### config.mk
export PLATFORM = sky130hd
export DESIGN_NAME = acm_top
export DESIGN_NICKNAME = d
export VERILOG_FILES = /design/src/shared/acm_pkg.sv /design/src/shared/acm_sfr_if.sv /design/src/rtl/acm_top.sv /design/src/rtl/acm_mux_dec.sv /design/src/rtl/acm_cal_word.sv
export SDC_FILE = /design/constraint.sdc
export NUM_CORES = 1
export LEC_CHECK = 0
export ABC_CLOCK_PERIOD_IN_PS = 2100
export BUFFER_PORTS_ARGS = -buffer_cell sky130_fd_sc_hd__buf_2
export CORE_ASPECT_RATIO = 0.75
export CORE_MARGIN = 2
export CORE_UTILIZATION = 40
export DETAILED_ROUTE_END_ITERATION = 16
export PLACE_DENSITY_LB_ADDON = 0.15
export SYNTH_ARGS = -nofsm -noshare
export SYNTH_HDL_FRONTEND = slang
export SYNTH_SLANG_ARGS = --single-unit
### constraint.sdc
create_clock -name mclk -period 2.1 [get_ports mclk]
set_input_delay 0.42 -clock mclk [delete_from_list [all_inputs] [get_ports mclk]]
set_output_delay 0.42 -clock mclk [all_outputs]
set_load 0.05 [all_outputs]
### src/shared/acm_pkg.sv
// Constants shared by the converter calibration, result and input-select registers.
// Assumes an 8-bit special-function-register space and 24-bit converter words.
package acm_pkg;

  // Data widths.
  localparam int unsigned ACM_BYTE_W = 8;
  localparam int unsigned ACM_WORD_W = 24;
  localparam int unsigned ACM_PIN_N  = 8;
  localparam int unsigned ACM_CODE_W = 4;

  // Byte positions inside a 24-bit word.
  localparam int unsigned ACM_HIGH_LSB = 16;
  localparam int unsigned ACM_MID_LSB  = 8;
  localparam int unsigned ACM_LOW_LSB  = 0;

  // Register addresses in special-function-register space.
  localparam logic [7:0] ACM_ADDR_GAIN_LOW   = 8'hab;
  localparam logic [7:0] ACM_ADDR_GAIN_MID   = 8'hac;
  localparam logic [7:0] ACM_ADDR_GAIN_HIGH  = 8'had;
  localparam logic [7:0] ACM_ADDR_OFS_LOW    = 8'hba;
  localparam logic [7:0] ACM_ADDR_OFS_MID    = 8'hbb;
  localparam logic [7:0] ACM_ADDR_OFS_HIGH   = 8'hbc;
  localparam logic [7:0] ACM_ADDR_MAIN_LOW   = 8'hc3;
  localparam logic [7:0] ACM_ADDR_MAIN_MID   = 8'hc4;
  localparam logic [7:0] ACM_ADDR_MAIN_HIGH  = 8'hc5;
  localparam logic [7:0] ACM_ADDR_SELECT     = 8'hc6;
  localparam logic [7:0] ACM_ADDR_FAST_LOW   = 8'hfc;
  localparam logic [7:0] ACM_ADDR_FAST_MID   = 8'hfd;
  localparam logic [7:0] ACM_ADDR_FAST_HIGH  = 8'hfe;

  // Reset values and the value read from unmapped addresses.
  localparam logic [7:0] ACM_RST_ZERO      = 8'h00;
  localparam logic [7:0] ACM_RST_GAIN_HIGH = 8'h80;
  localparam logic [7:0] ACM_RST_SELECT    = 8'h00;
  localparam logic [7:0] ACM_READ_UNMAPPED = 8'h00;

  // Fields of the input select register.
  localparam int unsigned ACM_SEL_POS_LSB = 4;
  localparam int unsigned ACM_SEL_NEG_LSB = 0;

  // Input select codes.
  localparam logic [3:0] ACM_CODE_PIN_LAST = 4'h7;
  localparam logic [3:0] ACM_CODE_TEMP     = 4'hf;

  // Source that one converter input is connected to.
  typedef enum logic [1:0] {
    acm_src_pin    = 2'b00,
    acm_src_ground = 2'b01,
    acm_src_temp   = 2'b10
  } acm_src_t;

endpackage : acm_pkg

### src/shared/acm_sfr_if.sv
// Write side of the special-function-register port, passed to the calibration banks.
// Assumes one driver (the top module) and any number of sinks.
interface acm_sfr_if;
  logic       ce;
  logic       wr;
  logic [7:0] addr;
  logic [7:0] wdata;

  modport drv  (output ce, output wr, output addr, output wdata);
  modport sink (input ce, input wr, input addr, input wdata);
endinterface : acm_sfr_if

### src/rtl/acm_top.sv
// Converter register block: calibration words, filter results and input select.
// Assumes the core drives the register port synchronously to mclk and that the
// filters present a 24-bit result with a one-cycle load pulse.
//
// Functional notes
// RQ1 - Offset middle byte at 0xBB, read/write, holds bits 15..8, resets zero.
// RQ2 - Offset low byte at 0xBA, read/write, holds bits 7..0, resets zero.
// RQ3 - Gain high byte at 0xAD, read/write, bits 23..16, resets to 0x80.
// RQ4 - Gain middle byte at 0xAC, read/write, bits 15..8, resets zero.
// RQ5 - Gain low byte at 0xAB, read/write, holds bits 7..0.
// RQ6 - Main filter result bits 23..16 readable at 0xC5, reset zero.
// RQ7 - Main filter result bits 7..0 readable at 0xC3.
// RQ8 - Fast filter result bits 23..16 readable at 0xFE.
// RQ9 - Fast filter result bits 7..0 readable at 0xFC, reset zero.
// RQ10 - Positive and negative inputs selected independently from one select register.
// RQ11 - Each input routes to one of eight pins, ground or temperature sensor.
// RQ12 - Software picks ground on one input for single-ended measurement.
// RQ13 - Temperature sensor may be chosen on either input.
// RQ14 - Temperature sensor enables itself whenever either selection picks it.
// RQ15 - Offset high byte, read/write, holds bits 23..16, resets zero.
// RQ16 - Middle result byte of each filter readable beside high and low.
// RQ17 - Calibration bytes combine into one 24-bit offset and gain word.
module acm_top
  import acm_pkg::*;
#(
  parameter int unsigned RESULT_W = 24
) (
  // Clock, reset and clock enable.
  input  wire logic                  mclk,
  input  wire logic                  resetn,
  input  wire logic                  ce,
  // Register port.
  input  wire logic [7:0]            sfr_addr,
  input  wire logic [7:0]            sfr_wdata,
  input  wire logic                  sfr_wr,
  input  wire logic                  sfr_rd,
  output logic [7:0]                 sfr_rdata,
  output logic                       sfr_rvalid,
  // Filter results.
  input  wire logic                  main_load,
  input  wire logic [RESULT_W-1:0]   main_data,
  input  wire logic                  fast_load,
  input  wire logic [RESULT_W-1:0]   fast_data,
  // Calibration words.
  output logic [ACM_WORD_W-1:0]      offset_word,
  output logic [ACM_WORD_W-1:0]      gain_word,
  // Input multiplexer.
  output logic [ACM_PIN_N-1:0]       pos_pin_sel,
  output logic                       pos_to_ground,
  output logic                       pos_to_temp,
  output logic [ACM_PIN_N-1:0]       neg_pin_sel,
  output logic                       neg_to_ground,
  output logic                       neg_to_temp,
  output logic                       temp_sensor_en
);

  if (RESULT_W != ACM_WORD_W) begin : g_chk
    $error("Result width must match the 24-bit register layout.");
  end

  acm_sfr_if sfr ();

  logic [7:0] main_high_ff;
  logic [7:0] main_mid_ff;
  logic [7:0] main_low_ff;
  logic [7:0] fast_high_ff;
  logic [7:0] fast_mid_ff;
  logic [7:0] fast_low_ff;
  logic [7:0] select_ff;
  logic [7:0] sfr_rdata_ff;
  logic       sfr_rvalid_ff;
  logic [7:0] nxt_rdata;
  acm_src_t   pos_kind;
  acm_src_t   neg_kind;

  // A filter load beats a software write in the same cycle, so no result is lost.
  function automatic logic [7:0] upd_byte(input logic [7:0] cur,
                                          input logic       load,
                                          input logic [7:0] hw,
                                          input logic       hit,
                                          input logic [7:0] sw);
    if (load) begin
      return hw;
    end
    if (hit) begin
      return sw;
    end
    return cur;
  endfunction : upd_byte

  // Write strobe for one address.
  function automatic logic wr_hit(input logic [7:0] a);
    return sfr_wr && (sfr_addr == a);
  endfunction : wr_hit

  // Register writes fan out to the calibration banks.
  assign sfr.ce    = ce;
  assign sfr.wr    = sfr_wr;
  assign sfr.addr  = sfr_addr;
  assign sfr.wdata = sfr_wdata;

  // Offset calibration bank, all bytes clear at reset.
  acm_cal_word #(
    .ADDR_HIGH (ACM_ADDR_OFS_HIGH),
    .ADDR_MID  (ACM_ADDR_OFS_MID),
    .ADDR_LOW  (ACM_ADDR_OFS_LOW),
    .RST_HIGH  (ACM_RST_ZERO)
  ) u_offset (
    .mclk   (mclk),
    .resetn (resetn),
    .bus    (sfr.sink),
    .word   (offset_word)
  ); // see RQ1 see RQ2 see RQ15

  // Gain calibration bank, high byte starts at unity scale.
  acm_cal_word #(
    .ADDR_HIGH (ACM_ADDR_GAIN_HIGH),
    .ADDR_MID  (ACM_ADDR_GAIN_MID),
    .ADDR_LOW  (ACM_ADDR_GAIN_LOW),
    .RST_HIGH  (ACM_RST_GAIN_HIGH)
  ) u_gain (
    .mclk   (mclk),
    .resetn (resetn),
    .bus    (sfr.sink),
    .word   (gain_word)
  ); // see RQ3 see RQ4 see RQ5

  // Main filter result bytes.
  always_ff @(posedge mclk or negedge resetn) begin
    if (!resetn) begin
      main_high_ff <= ACM_RST_ZERO;
      main_mid_ff  <= ACM_RST_ZERO;
      main_low_ff  <= ACM_RST_ZERO;
    end else if (ce) begin
      main_high_ff <= upd_byte(main_high_ff, main_load, main_data[ACM_HIGH_LSB +: ACM_BYTE_W],
                               wr_hit(ACM_ADDR_MAIN_HIGH), sfr_wdata); // see RQ6
      main_mid_ff  <= upd_byte(main_mid_ff, main_load, main_data[ACM_MID_LSB +: ACM_BYTE_W],
                               wr_hit(ACM_ADDR_MAIN_MID), sfr_wdata); // see RQ16
      main_low_ff  <= upd_byte(main_low_ff, main_load, main_data[ACM_LOW_LSB +: ACM_BYTE_W],
                               wr_hit(ACM_ADDR_MAIN_LOW), sfr_wdata); // see RQ7
    end
  end

  // Fast filter result bytes.
  always_ff @(posedge mclk or negedge resetn) begin
    if (!resetn) begin
      fast_high_ff <= ACM_RST_ZERO;
      fast_mid_ff  <= ACM_RST_ZERO;
      fast_low_ff  <= ACM_RST_ZERO;
    end else if (ce) begin
      fast_high_ff <= upd_byte(fast_high_ff, fast_load, fast_data[ACM_HIGH_LSB +: ACM_BYTE_W],
                               wr_hit(ACM_ADDR_FAST_HIGH), sfr_wdata); // see RQ8
      fast_mid_ff  <= upd_byte(fast_mid_ff, fast_load, fast_data[ACM_MID_LSB +: ACM_BYTE_W],
                               wr_hit(ACM_ADDR_FAST_MID), sfr_wdata); // see RQ16
      fast_low_ff  <= upd_byte(fast_low_ff, fast_load, fast_data[ACM_LOW_LSB +: ACM_BYTE_W],
                               wr_hit(ACM_ADDR_FAST_LOW), sfr_wdata); // see RQ9
    end
  end

  // Input select register; both fields are written together.
  always_ff @(posedge mclk or negedge resetn) begin
    if (!resetn) begin
      select_ff <= ACM_RST_SELECT;
    end else if (ce && wr_hit(ACM_ADDR_SELECT)) begin
      select_ff <= sfr_wdata; // see RQ10
    end
  end

  // Positive input decoder.
  acm_mux_dec u_pos_dec (
    .code    (select_ff[ACM_SEL_POS_LSB +: ACM_CODE_W]),
    .kind    (pos_kind),
    .pin_sel (pos_pin_sel)
  ); // see RQ10 see RQ11

  // Negative input decoder, independent of the positive one.
  acm_mux_dec u_neg_dec (
    .code    (select_ff[ACM_SEL_NEG_LSB +: ACM_CODE_W]),
    .kind    (neg_kind),
    .pin_sel (neg_pin_sel)
  ); // see RQ10 see RQ11

  // Routing flags; the sensor powers up whenever either side picks it.
  assign pos_to_ground  = (pos_kind == acm_src_ground); // see RQ12
  assign neg_to_ground  = (neg_kind == acm_src_ground); // see RQ12
  assign pos_to_temp    = (pos_kind == acm_src_temp); // see RQ13
  assign neg_to_temp    = (neg_kind == acm_src_temp); // see RQ13
  assign temp_sensor_en = pos_to_temp || neg_to_temp; // see RQ14

  // Read data selection; unmapped addresses read as zero.
  always_comb begin
    unique case (sfr_addr)
      ACM_ADDR_OFS_HIGH:  nxt_rdata = offset_word[ACM_HIGH_LSB +: ACM_BYTE_W]; // see RQ15
      ACM_ADDR_OFS_MID:   nxt_rdata = offset_word[ACM_MID_LSB +: ACM_BYTE_W]; // see RQ1
      ACM_ADDR_OFS_LOW:   nxt_rdata = offset_word[ACM_LOW_LSB +: ACM_BYTE_W]; // see RQ2
      ACM_ADDR_GAIN_HIGH: nxt_rdata = gain_word[ACM_HIGH_LSB +: ACM_BYTE_W]; // see RQ3
      ACM_ADDR_GAIN_MID:  nxt_rdata = gain_word[ACM_MID_LSB +: ACM_BYTE_W]; // see RQ4
      ACM_ADDR_GAIN_LOW:  nxt_rdata = gain_word[ACM_LOW_LSB +: ACM_BYTE_W]; // see RQ5
      ACM_ADDR_MAIN_HIGH: nxt_rdata = main_high_ff; // see RQ6
      ACM_ADDR_MAIN_MID:  nxt_rdata = main_mid_ff; // see RQ16
      ACM_ADDR_MAIN_LOW:  nxt_rdata = main_low_ff; // see RQ7
      ACM_ADDR_FAST_HIGH: nxt_rdata = fast_high_ff; // see RQ8
      ACM_ADDR_FAST_MID:  nxt_rdata = fast_mid_ff; // see RQ16
      ACM_ADDR_FAST_LOW:  nxt_rdata = fast_low_ff; // see RQ9
      ACM_ADDR_SELECT:    nxt_rdata = select_ff;
      default:            nxt_rdata = ACM_READ_UNMAPPED;
    endcase
  end

  // Read answer is registered one cycle after the strobe.
  always_ff @(posedge mclk or negedge resetn) begin
    if (!resetn) begin
      sfr_rdata_ff  <= ACM_RST_ZERO;
      sfr_rvalid_ff <= 1'b0;
    end else if (ce) begin
      sfr_rvalid_ff <= sfr_rd;
      if (sfr_rd) begin
        sfr_rdata_ff <= nxt_rdata;
      end
    end
  end

  assign sfr_rdata  = sfr_rdata_ff;
  assign sfr_rvalid = sfr_rvalid_ff;

  // Offset middle byte of the assembled word follows a write.
  a_ofs_mid_write: assert property (@(posedge mclk) disable iff (!resetn) // see RQ1
    (ce && sfr_wr && sfr_addr == ACM_ADDR_OFS_MID)
    |=> (offset_word[15:8] == $past(sfr_wdata)))
    else $error("Offset middle byte did not take the write.");

  // Offset low byte follows a write and leaves the others alone.
  a_ofs_low_write: assert property (@(posedge mclk) disable iff (!resetn) // see RQ2
    (ce && sfr_wr && sfr_addr == ACM_ADDR_OFS_LOW)
    |=> (offset_word[7:0] == $past(sfr_wdata)) && (offset_word[23:8] == $past(offset_word[23:8])))
    else $error("Offset low byte write wrong.");

  // Gain high byte comes out of reset at unity scale.
  a_gain_high_rst: assert property (@(posedge mclk) disable iff (!resetn) // see RQ3
    $rose(resetn) |-> (gain_word == 24'h800000))
    else $error("Gain word reset value wrong.");

  // Gain middle byte takes a write.
  a_gain_mid_write: assert property (@(posedge mclk) disable iff (!resetn) // see RQ4
    (ce && sfr_wr && sfr_addr == ACM_ADDR_GAIN_MID)
    |=> (gain_word[15:8] == $past(sfr_wdata)))
    else $error("Gain middle byte did not take the write.");

  // Gain low byte reads back two cycles after a write.
  a_gain_low_rdbk: assert property (@(posedge mclk) disable iff (!resetn) // see RQ5
    (ce && sfr_wr && sfr_addr == ACM_ADDR_GAIN_LOW)
    ##1 (ce && sfr_rd && sfr_addr == ACM_ADDR_GAIN_LOW && !sfr_wr)
    |=> sfr_rvalid && (sfr_rdata == $past(sfr_wdata, 2)))
    else $error("Gain low byte readback wrong.");

  // Main high byte takes the filter result even against a write.
  a_main_high_load: assert property (@(posedge mclk) disable iff (!resetn) // see RQ6
    (ce && main_load) |=> (main_high_ff == $past(main_data[23:16])))
    else $error("Main high byte lost the filter result.");

  // Main low byte reads back what the filter loaded.
  a_main_low_read: assert property (@(posedge mclk) disable iff (!resetn) // see RQ7
    (ce && main_load) ##1 (ce && sfr_rd && sfr_addr == ACM_ADDR_MAIN_LOW && !main_load && !sfr_wr)
    |=> (sfr_rdata == $past(main_data[7:0], 2)))
    else $error("Main low byte readback wrong.");

  // Fast high byte takes the filter result.
  a_fast_high_load: assert property (@(posedge mclk) disable iff (!resetn) // see RQ8
    (ce && fast_load) |=> (fast_high_ff == $past(fast_data[23:16])))
    else $error("Fast high byte lost the filter result.");

  // Fast low byte reads back through the port.
  a_fast_low_read: assert property (@(posedge mclk) disable iff (!resetn) // see RQ9
    (ce && fast_load) ##1 (ce && sfr_rd && sfr_addr == ACM_ADDR_FAST_LOW && !fast_load && !sfr_wr)
    |=> (sfr_rdata == $past(fast_data[7:0], 2)))
    else $error("Fast low byte readback wrong.");

  // Middle result bytes follow their filters.
  a_result_mid: assert property (@(posedge mclk) disable iff (!resetn) // see RQ16
    (ce && main_load && fast_load)
    |=> (main_mid_ff == $past(main_data[15:8])) && (fast_mid_ff == $past(fast_data[15:8])))
    else $error("Middle result byte wrong.");

  // Each field of the select register steers only its own input.
  a_select_fields: assert property (@(posedge mclk) disable iff (!resetn) // see RQ10 see RQ11 see RQ12
    (ce && sfr_wr && sfr_addr == ACM_ADDR_SELECT && sfr_wdata[7:4] == 4'h3 && sfr_wdata[3:0] == 4'h9)
    |=> (pos_pin_sel == 8'h08) && neg_to_ground && !pos_to_ground && (neg_pin_sel == 8'h00))
    else $error("Input selection decode wrong.");

  // The sensor is enabled exactly when either side selects it.
  a_temp_enable: assert property (@(posedge mclk) disable iff (!resetn) // see RQ13 see RQ14
    (ce && sfr_wr && sfr_addr == ACM_ADDR_SELECT)
    |=> (temp_sensor_en == ($past(sfr_wdata[7:4]) == 4'hf || $past(sfr_wdata[3:0]) == 4'hf)))
    else $error("Temperature sensor enable wrong.");

  // Offset high byte reads back from the assembled word.
  a_ofs_high_read: assert property (@(posedge mclk) disable iff (!resetn) // see RQ15 see RQ17
    (ce && sfr_rd && sfr_addr == ACM_ADDR_OFS_HIGH)
    |=> sfr_rvalid && (sfr_rdata == $past(offset_word[23:16])))
    else $error("Offset high byte readback wrong.");

  // A low clock enable freezes the calibration words, main high byte and select register.
  a_ce_freeze: assert property (@(posedge mclk) disable iff (!resetn)
    !ce |=> $stable(offset_word) && $stable(gain_word) && $stable(main_high_ff) && $stable(select_ff))
    else $error("State changed while clock enable was low.");

  // The read answer stands for exactly one cycle after each read strobe.
  a_rvalid_pulse: assert property (@(posedge mclk) disable iff (!resetn)
    ce |=> (sfr_rvalid == $past(sfr_rd)))
    else $error("Read valid did not follow the read strobe.");

  // Read data holds its last value until the next read.
  a_rdata_hold: assert property (@(posedge mclk) disable iff (!resetn)
    (ce && !sfr_rd) |=> $stable(sfr_rdata))
    else $error("Read data changed without a read.");

  // A low clock enable also freezes the read answer and the low result bytes.
  a_ce_freeze_read: assert property (@(posedge mclk) disable iff (!resetn)
    !ce |=> $stable(sfr_rvalid) && $stable(sfr_rdata) && $stable(fast_low_ff) && $stable(main_low_ff))
    else $error("Read answer changed while clock enable was low.");

  // An address with no register behind it reads as zero.
  a_unmapped_read: assert property (@(posedge mclk) disable iff (!resetn)
    (ce && sfr_rd && sfr_addr == 8'h00) |=> (sfr_rdata == ACM_READ_UNMAPPED))
    else $error("Unmapped address did not read as zero.");

  // A pin code on the positive side closes exactly that pin switch.
  a_pos_pin_route: assert property (@(posedge mclk) disable iff (!resetn) // see RQ11
    (ce && sfr_wr && sfr_addr == ACM_ADDR_SELECT && !sfr_wdata[7])
    |=> (pos_pin_sel == (8'h01 << $past(sfr_wdata[6:4]))) && !pos_to_ground && !pos_to_temp)
    else $error("Positive pin routing wrong.");

  // A pin code on the negative side closes exactly that pin switch.
  a_neg_pin_route: assert property (@(posedge mclk) disable iff (!resetn) // see RQ11
    (ce && sfr_wr && sfr_addr == ACM_ADDR_SELECT && !sfr_wdata[3])
    |=> (neg_pin_sel == (8'h01 << $past(sfr_wdata[2:0]))) && !neg_to_ground && !neg_to_temp)
    else $error("Negative pin routing wrong.");

  // Codes past the last pin, other than the sensor code, put the positive side on ground.
  a_pos_ground: assert property (@(posedge mclk) disable iff (!resetn) // see RQ11
    (ce && sfr_wr && sfr_addr == ACM_ADDR_SELECT && sfr_wdata[7] && sfr_wdata[7:4] != ACM_CODE_TEMP)
    |=> pos_to_ground && !pos_to_temp && (pos_pin_sel == 8'h00))
    else $error("Positive ground routing wrong.");

  // Codes past the last pin, other than the sensor code, put the negative side on ground.
  a_neg_ground: assert property (@(posedge mclk) disable iff (!resetn) // see RQ11
    (ce && sfr_wr && sfr_addr == ACM_ADDR_SELECT && sfr_wdata[3] && sfr_wdata[3:0] != ACM_CODE_TEMP)
    |=> neg_to_ground && !neg_to_temp && (neg_pin_sel == 8'h00))
    else $error("Negative ground routing wrong.");

endmodule : acm_top

### src/rtl/acm_mux_dec.sv
// Decoder for one converter input selection code.
// Assumes the code comes from a register; output is purely combinational.
module acm_mux_dec
  import acm_pkg::*;
(
  // Selection code.
  input  wire logic [ACM_CODE_W-1:0] code,
  // Decoded routing.
  output acm_src_t                   kind,
  output logic [ACM_PIN_N-1:0]       pin_sel
);

  // Maps a code to the source kind; unused codes fall back to analog ground.
  function automatic acm_src_t decode_kind(input logic [ACM_CODE_W-1:0] c);
    if (c <= ACM_CODE_PIN_LAST) begin
      return acm_src_pin;
    end
    if (c == ACM_CODE_TEMP) begin
      return acm_src_temp;
    end
    return acm_src_ground;
  endfunction : decode_kind

  // One pin switch closes only for a pin code.
  always_comb begin
    kind    = decode_kind(code); // see RQ11
    pin_sel = '0;
    if (kind == acm_src_pin) begin
      pin_sel[code[2:0]] = 1'b1;
    end
  end

endmodule : acm_mux_dec

### src/rtl/acm_cal_word.sv
// Three-byte calibration word written byte by byte from the register port.
// Assumes the top module decodes reads; this bank only stores writes.
module acm_cal_word
  import acm_pkg::*;
#(
  parameter logic [7:0] ADDR_HIGH = ACM_ADDR_OFS_HIGH,
  parameter logic [7:0] ADDR_MID  = ACM_ADDR_OFS_MID,
  parameter logic [7:0] ADDR_LOW  = ACM_ADDR_OFS_LOW,
  parameter logic [7:0] RST_HIGH  = ACM_RST_ZERO
) (
  // Clock and reset.
  input  wire logic                  mclk,
  input  wire logic                  resetn,
  // Register writes.
  acm_sfr_if.sink                    bus,
  // Assembled word.
  output logic [ACM_WORD_W-1:0]      word
);

  logic [7:0] high_ff;
  logic [7:0] mid_ff;
  logic [7:0] low_ff;

  if (ACM_WORD_W != 3 * ACM_BYTE_W) begin : g_chk
    $error("Calibration word must be exactly three bytes.");
  end

  // Each byte takes a write to its own address.
  always_ff @(posedge mclk or negedge resetn) begin
    if (!resetn) begin
      high_ff <= RST_HIGH;
      mid_ff  <= ACM_RST_ZERO;
      low_ff  <= ACM_RST_ZERO;
    end else if (bus.ce && bus.wr) begin
      if (bus.addr == ADDR_HIGH) high_ff <= bus.wdata;
      if (bus.addr == ADDR_MID)  mid_ff  <= bus.wdata;
      if (bus.addr == ADDR_LOW)  low_ff  <= bus.wdata;
    end
  end

  // The bytes form one word for the filter arithmetic.
  assign word = {high_ff, mid_ff, low_ff}; // see RQ17

endmodule : acm_cal_word

# After elaboration in Yosys (flattened, before gate mapping)
# Cells that the tools add are included.
[classes]
n_addsub = 0
mul = 0
div = 0
n_lt_le_gt_ge = 6
eq_ne = 19
shifts = 0
n_mux = 67
n_bitwise = 0
n_reduce_logical = 33
[ops]
columns = ["operator", "count"]
rows = [
  ["2-to-1 mux 8 bit", 26],
  ["equality test 8 bit, second input constant", 13],
  ["one-hot mux 8 bit (13 select lines)", 1],
  ["2-to-1 mux 1 bit", 30],
  ["AND reduction 2 bit", 13],
  ["2-to-1 mux 2 bit", 8],
  ["nonzero test 2 bit", 6],
  ["logical AND 1 bit", 11],
  ["equality test 4 bit, second input constant", 2],
  ["less-or-equal comparator 4 x 3 -> 1 bit, second input constant", 2],
  ["less-than comparator 3 x 4 -> 1 bit, second input constant", 2],
  ["demux 1 bit (select 3 bit)", 2],
  [">= comparator 3 x 1 -> 1 bit, second input constant", 2],
  ["equality test 2 x 1 -> 1 bit, second input constant", 2],
  ["equality test 2 bit, second input constant", 2],
  ["zero test 2 bit", 2],
  ["logical OR 1 bit", 1],
]
[totals]
register_bits = 113
latchBits = 0
ram_bits = 0
rom_bits = 0
input_bits = 71
out_inout_bits = 78
word_cells = 140
memories = 0

# Depth between registers and ports, before layout
[logic_depth]
ltp_word = 7
ltp_mapped = 8
mapped_depth_nobuf = 5

# Cells and area by module
# From an unflattened synthesis, not the netlist that was laid out.
[unflattened]
hier_cells = 597
hier_area_um2 = 6282.3
[by_module_without_submodules]
columns = ["mod", "instances", "cells_each", "area_each_um2", "seq_area_each_um2"]
rows = [
  ["acm_top", 1, 453, 4144.0, 1626.6],
  ["acm_cal_word at u_gain", 1, 56, 978.4, 601.8],
  ["acm_cal_word at u_offset", 1, 56, 977.2, 600.6],
  ["acm_mux_dec", 2, 16, 91.3, 0.0],
]

# Worst setup path after synthesis
# No wires, ideal clock.
[synth_path]
kind = "register -> output"
startpoint = "register select_ff[1]"
endpoint = "output neg_pin_sel[0]"
t_arrival_ns = 1.982
required_ns = 1.680
setup_slack_ns = -0.302
path_stages_with_launch = 2
n_path_buf = 0
cell_sequence = "dfrtp_1 > nor4_1"
[synth_via]
elab_chain_cells = 7
word_cells_on_any_way = 15
cone_classes = "3 x order compare; 1 x eq/ne; 9 x mux; 2 x reduce/logical"
[synth_lines]
columns = ["item", "line", "rtl"]
rows = [
  ["start: declaration", "acm_top.sv:69", "logic [7:0] select_ff;"],
  ["start signal: assignment", "acm_top.sv:165", "select_ff <= sfr_wdata;"],
  ["equality test 4 bit", "acm_mux_dec.sv:18", "if (c == ACM_CODE_TEMP) begin"],
  ["2-to-1 mux 1 bit (2 in series)", "acm_mux_dec.sv:18", ""],
  ["2-to-1 mux 2 bit", "acm_mux_dec.sv:21", "return acm_src_ground;"],
  ["2-to-1 mux 2 bit", "acm_mux_dec.sv:18", ""],
  ["zero test 2 bit", "acm_mux_dec.sv:28", "if (kind == acm_src_pin) begin"],
  ["2-to-1 mux 8 bit (*)", "acm_mux_dec.sv:28", ""],
  ["end: declaration", "acm_top.sv:51", "output logic [ACM_PIN_N-1:0] neg_pin_sel,"],
]
# Mark *: on every way between the ends. The rest lies on a longest branch, timed or not. The select of a mux whose other input is x is not followed.

# Final worst setup path
[layout_path]
startpoint = "register select_ff[5]"
endpoint = "output pos_to_ground"
[layout_via]
elab_chain_cells = 6
word_cells_on_any_way = 9
cone_classes = "1 x order compare; 2 x eq/ne; 6 x mux"
[layout_lines]
columns = ["item", "line", "rtl"]
rows = [
  ["equality test 4 bit", "acm_mux_dec.sv:18", ""],
  ["2-to-1 mux 1 bit (2 in series)", "acm_mux_dec.sv:18", ""],
  ["2-to-1 mux 2 bit", "acm_mux_dec.sv:21", ""],
  ["2-to-1 mux 2 bit (*)", "acm_mux_dec.sv:18", ""],
  ["equality test 2 x 1 -> 1 bit (*)", "acm_top.sv:184", "assign pos_to_ground = (pos_kind == acm_src_ground);"],
  ["end: declaration", "acm_top.sv:49", "output logic pos_to_ground,"],
]
# Marked as above.

==> results.ini <==
[run_status]
status = complete, no violations

[synthesis]
synth_edf_count = 0
ys_seq_area_share_pct = 45.5
syn_inst = 583
synthesis.nets = 654
yosys_warnings = 0
ys_async_sr_fraction_pct = 100
synth-main-ff-cell = dfrtp_1
synth.cell_area_sq_mm = 0.00622
synth.avg_cell_area_sq_um = 10.7
synth_seq_cells = 113
synth_cell_types = 63

[placed_design]
portBuffers = 148
postPlaceCellArea_sq_mm = 0.00743
dpl.hpwl_um = 15600
gp_congestion = 0.920

[clock_tree]
clkTransAtPathRegs_ns = 0.06
clk_latency_ns = 0.41
cts_tree = built
cts_buffer_depth = 2
post-cts-setup-buffer-count = 0
cts-resized-gates = 0
numCtsBuffers = 17
clock-sinks = 113
postCtsHoldBufs = 1
cts_root_buf = clkbuf_16
cts.htree.levels = 4

[min_path]
hold_depth = 3
hp-class = input port to flip-flop

[setup_path]
cp_data_arrival_time_ns = 1.57
critPathKind = flip-flop to output pin
rr_worst_depth = 5
start_kind = flip-flop
cp_max_fo = 8
worst_setup_path_end_kind = output pin
cp.required_ns = 1.68

[die]
io_pins = 149
core_sq_mm = 0.0152
rows = 39
die_area_sq_mm = 0.0166
die-width_um = 148
dieHeight_um = 112
start_util_pct = 40.8

[timing]
finalCritPeriodShare_pct = 94.7
rsz0062_at_grt = false
period_minus_slack_ns = 1.99
setup_violations = 0
relSlewSlack_pct = 28.1
hold_viol = 0
fin_skew_ns = 0.00831
final_max_slew_viol_count = 0
timing.fmax_ghz = 0.503
tightestPinTransition_ns = 1.07

[flow_run]
maxCapViolCount = 0

[pwr]
cellPowerDensity_mw_per_mm2 = 791
fin_total_pwr_mw = 6.38
power_leakage_nw = 3.99
worst_ir_drop_vdd_uv = 447

[cells_and_area]
fin_area_sq_mm = 0.00807
diodes = 0
syn_to_final_growth_pct = 29.8
drive_above_1_share_pct = 42.4
nNetsFinal = 829
final_cell_mix = buf_2 (147), dfrtp_1 (112), mux2_2 (67)
final_common_cell = buf_2

[global_route]
grt_antenna_before_repair = 0
grt_pass1_vias = 5304
grt_max_degree = 57
overflow = 0
grt_pass1_wl_um = 31900
grt_usage_pct = 25.9

[detailed_routing]
detail_route.first_pass.iterations = 5
route.detailed.drc = 0
drt_iter0_drc = 466
vias = 5436
vias_per_cell = 5.57
routed_wl_um = 21200
wl_per_cell_um = 21.8
detail-route-antenna-nets = 0

==> area by class of cell <==
type	instances	area, sq um
Clock buffer	19	443
Clock inverter	13	185
Fill cell	1430	7160
Inverter	4	15.0
Multi-Input combinational cell	421	3160
Sequential cell	113	2830
Tap cell	205	256
Timing Repair Buffer	201	1180
==> layer usage <==
layer / track usage [%] / wire, um / vias up
li1: - / - / 2502
met1: 39.2 / 10500 / 2742
met2: 38.4 / 9350 / 176
met5: 0 / 0 / -
met3: 4.59 / 1200 / 16
met4: 6.48 / 209 / 0
==> sequential cells by signal (all words and copies together), names as in the netlist <==
register and cells:
fast_high_ff 8, sfr_rvalid 1, fast_low_ff 8, u_gain.low_ff 8
main_low_ff 8, u_offset.low_ff 8, main_mid_ff 8, select_ff 8
fast_mid_ff 8, sfr_rdata 8, main_high_ff 8, u_offset.mid_ff 8
u_gain.mid_ff 8, u_gain.high_ff 8, u_offset.high_ff 8
==> worst paths after layout <==
check / start / end / slack, ns
hold / removal: fast_data[22] / fast_high_ff[6] / 0.29
setup / recovery: select_ff[5] / pos_to_ground / 0.11
min in group asynchronous: resetn / fast_mid_ff[7] / 0.38
hold reg to reg: fast_mid_ff[4] / fast_mid_ff[4] / 0.50
max in group asynchronous: resetn / u_gain.high_ff[7] / 1.17
setup reg to reg: select_ff[7] / sfr_rdata[7] / 0.25
==> cells in the mapped netlist (all sizes together), types with 9 or more instances <==
library cell | number | share of area, %
nor2 | 48 | 3.1
a21oi | 30 | 2.4
o21ai | 33 | 2.7
clkbuf | 16 | 0.97
nand2 | 44 | 2.7
mux2i | 53 | 8.5
nand2b | 9 | 0.91
buf | 29 | 2.9
mux2 | 68 | 12
nor3 | 17 | 2.3
dfrtp | 112 | 45
a22oi | 19 | 2.3
==> stage by stage <==
stage          hold slack [ns]  TNS (ns)  setup slack, ns  cells  utilization (%)
5_1_grt                  0.296         0           0.0365    976             53.0
3_5_place_dp             0.256     -1.36           -0.188    943             48.8
6_report                 0.295         0            0.112    976             53.0
2_1_floorplan            0.124         0           0.0237    583                -
3_3_place_gp             0.260    -0.491           -0.244    943             48.8
4_1_cts                  0.287         0            0.105    976             53.0
==> worst max-delay path: stages, from the launching register on <==
cell	delay, ns
dfrtp_1	0.51
nand4_1	0.23
and2_1	0.21
buf_2	0.20
==> cells by family (layout without fill, tap and decap cells) <==
family / after synthesis / in the layout / synth area share (%)
flip-flops: 113 / 113 / 45.5
AO/OA/AOI/OAI: 121 / 121 / 12.2
AND/OR/NAND/NOR: 179 / 179 / 17.3
multiplexers: 121 / 121 / 20.9
buffers and inverters: 49 / 237 / 4.07
==> where the power goes <==
part / internal (mW) / leakage [nW] / switching, mW
logic: 0.295 / 2.23 / 0.539
clock network: 2.02 / 0.303 / 1.07
registers: 2.33 / 1.45 / 0.124
total: 4.65 / 3.99 / 1.73
(Power assumes the default switching activity.)
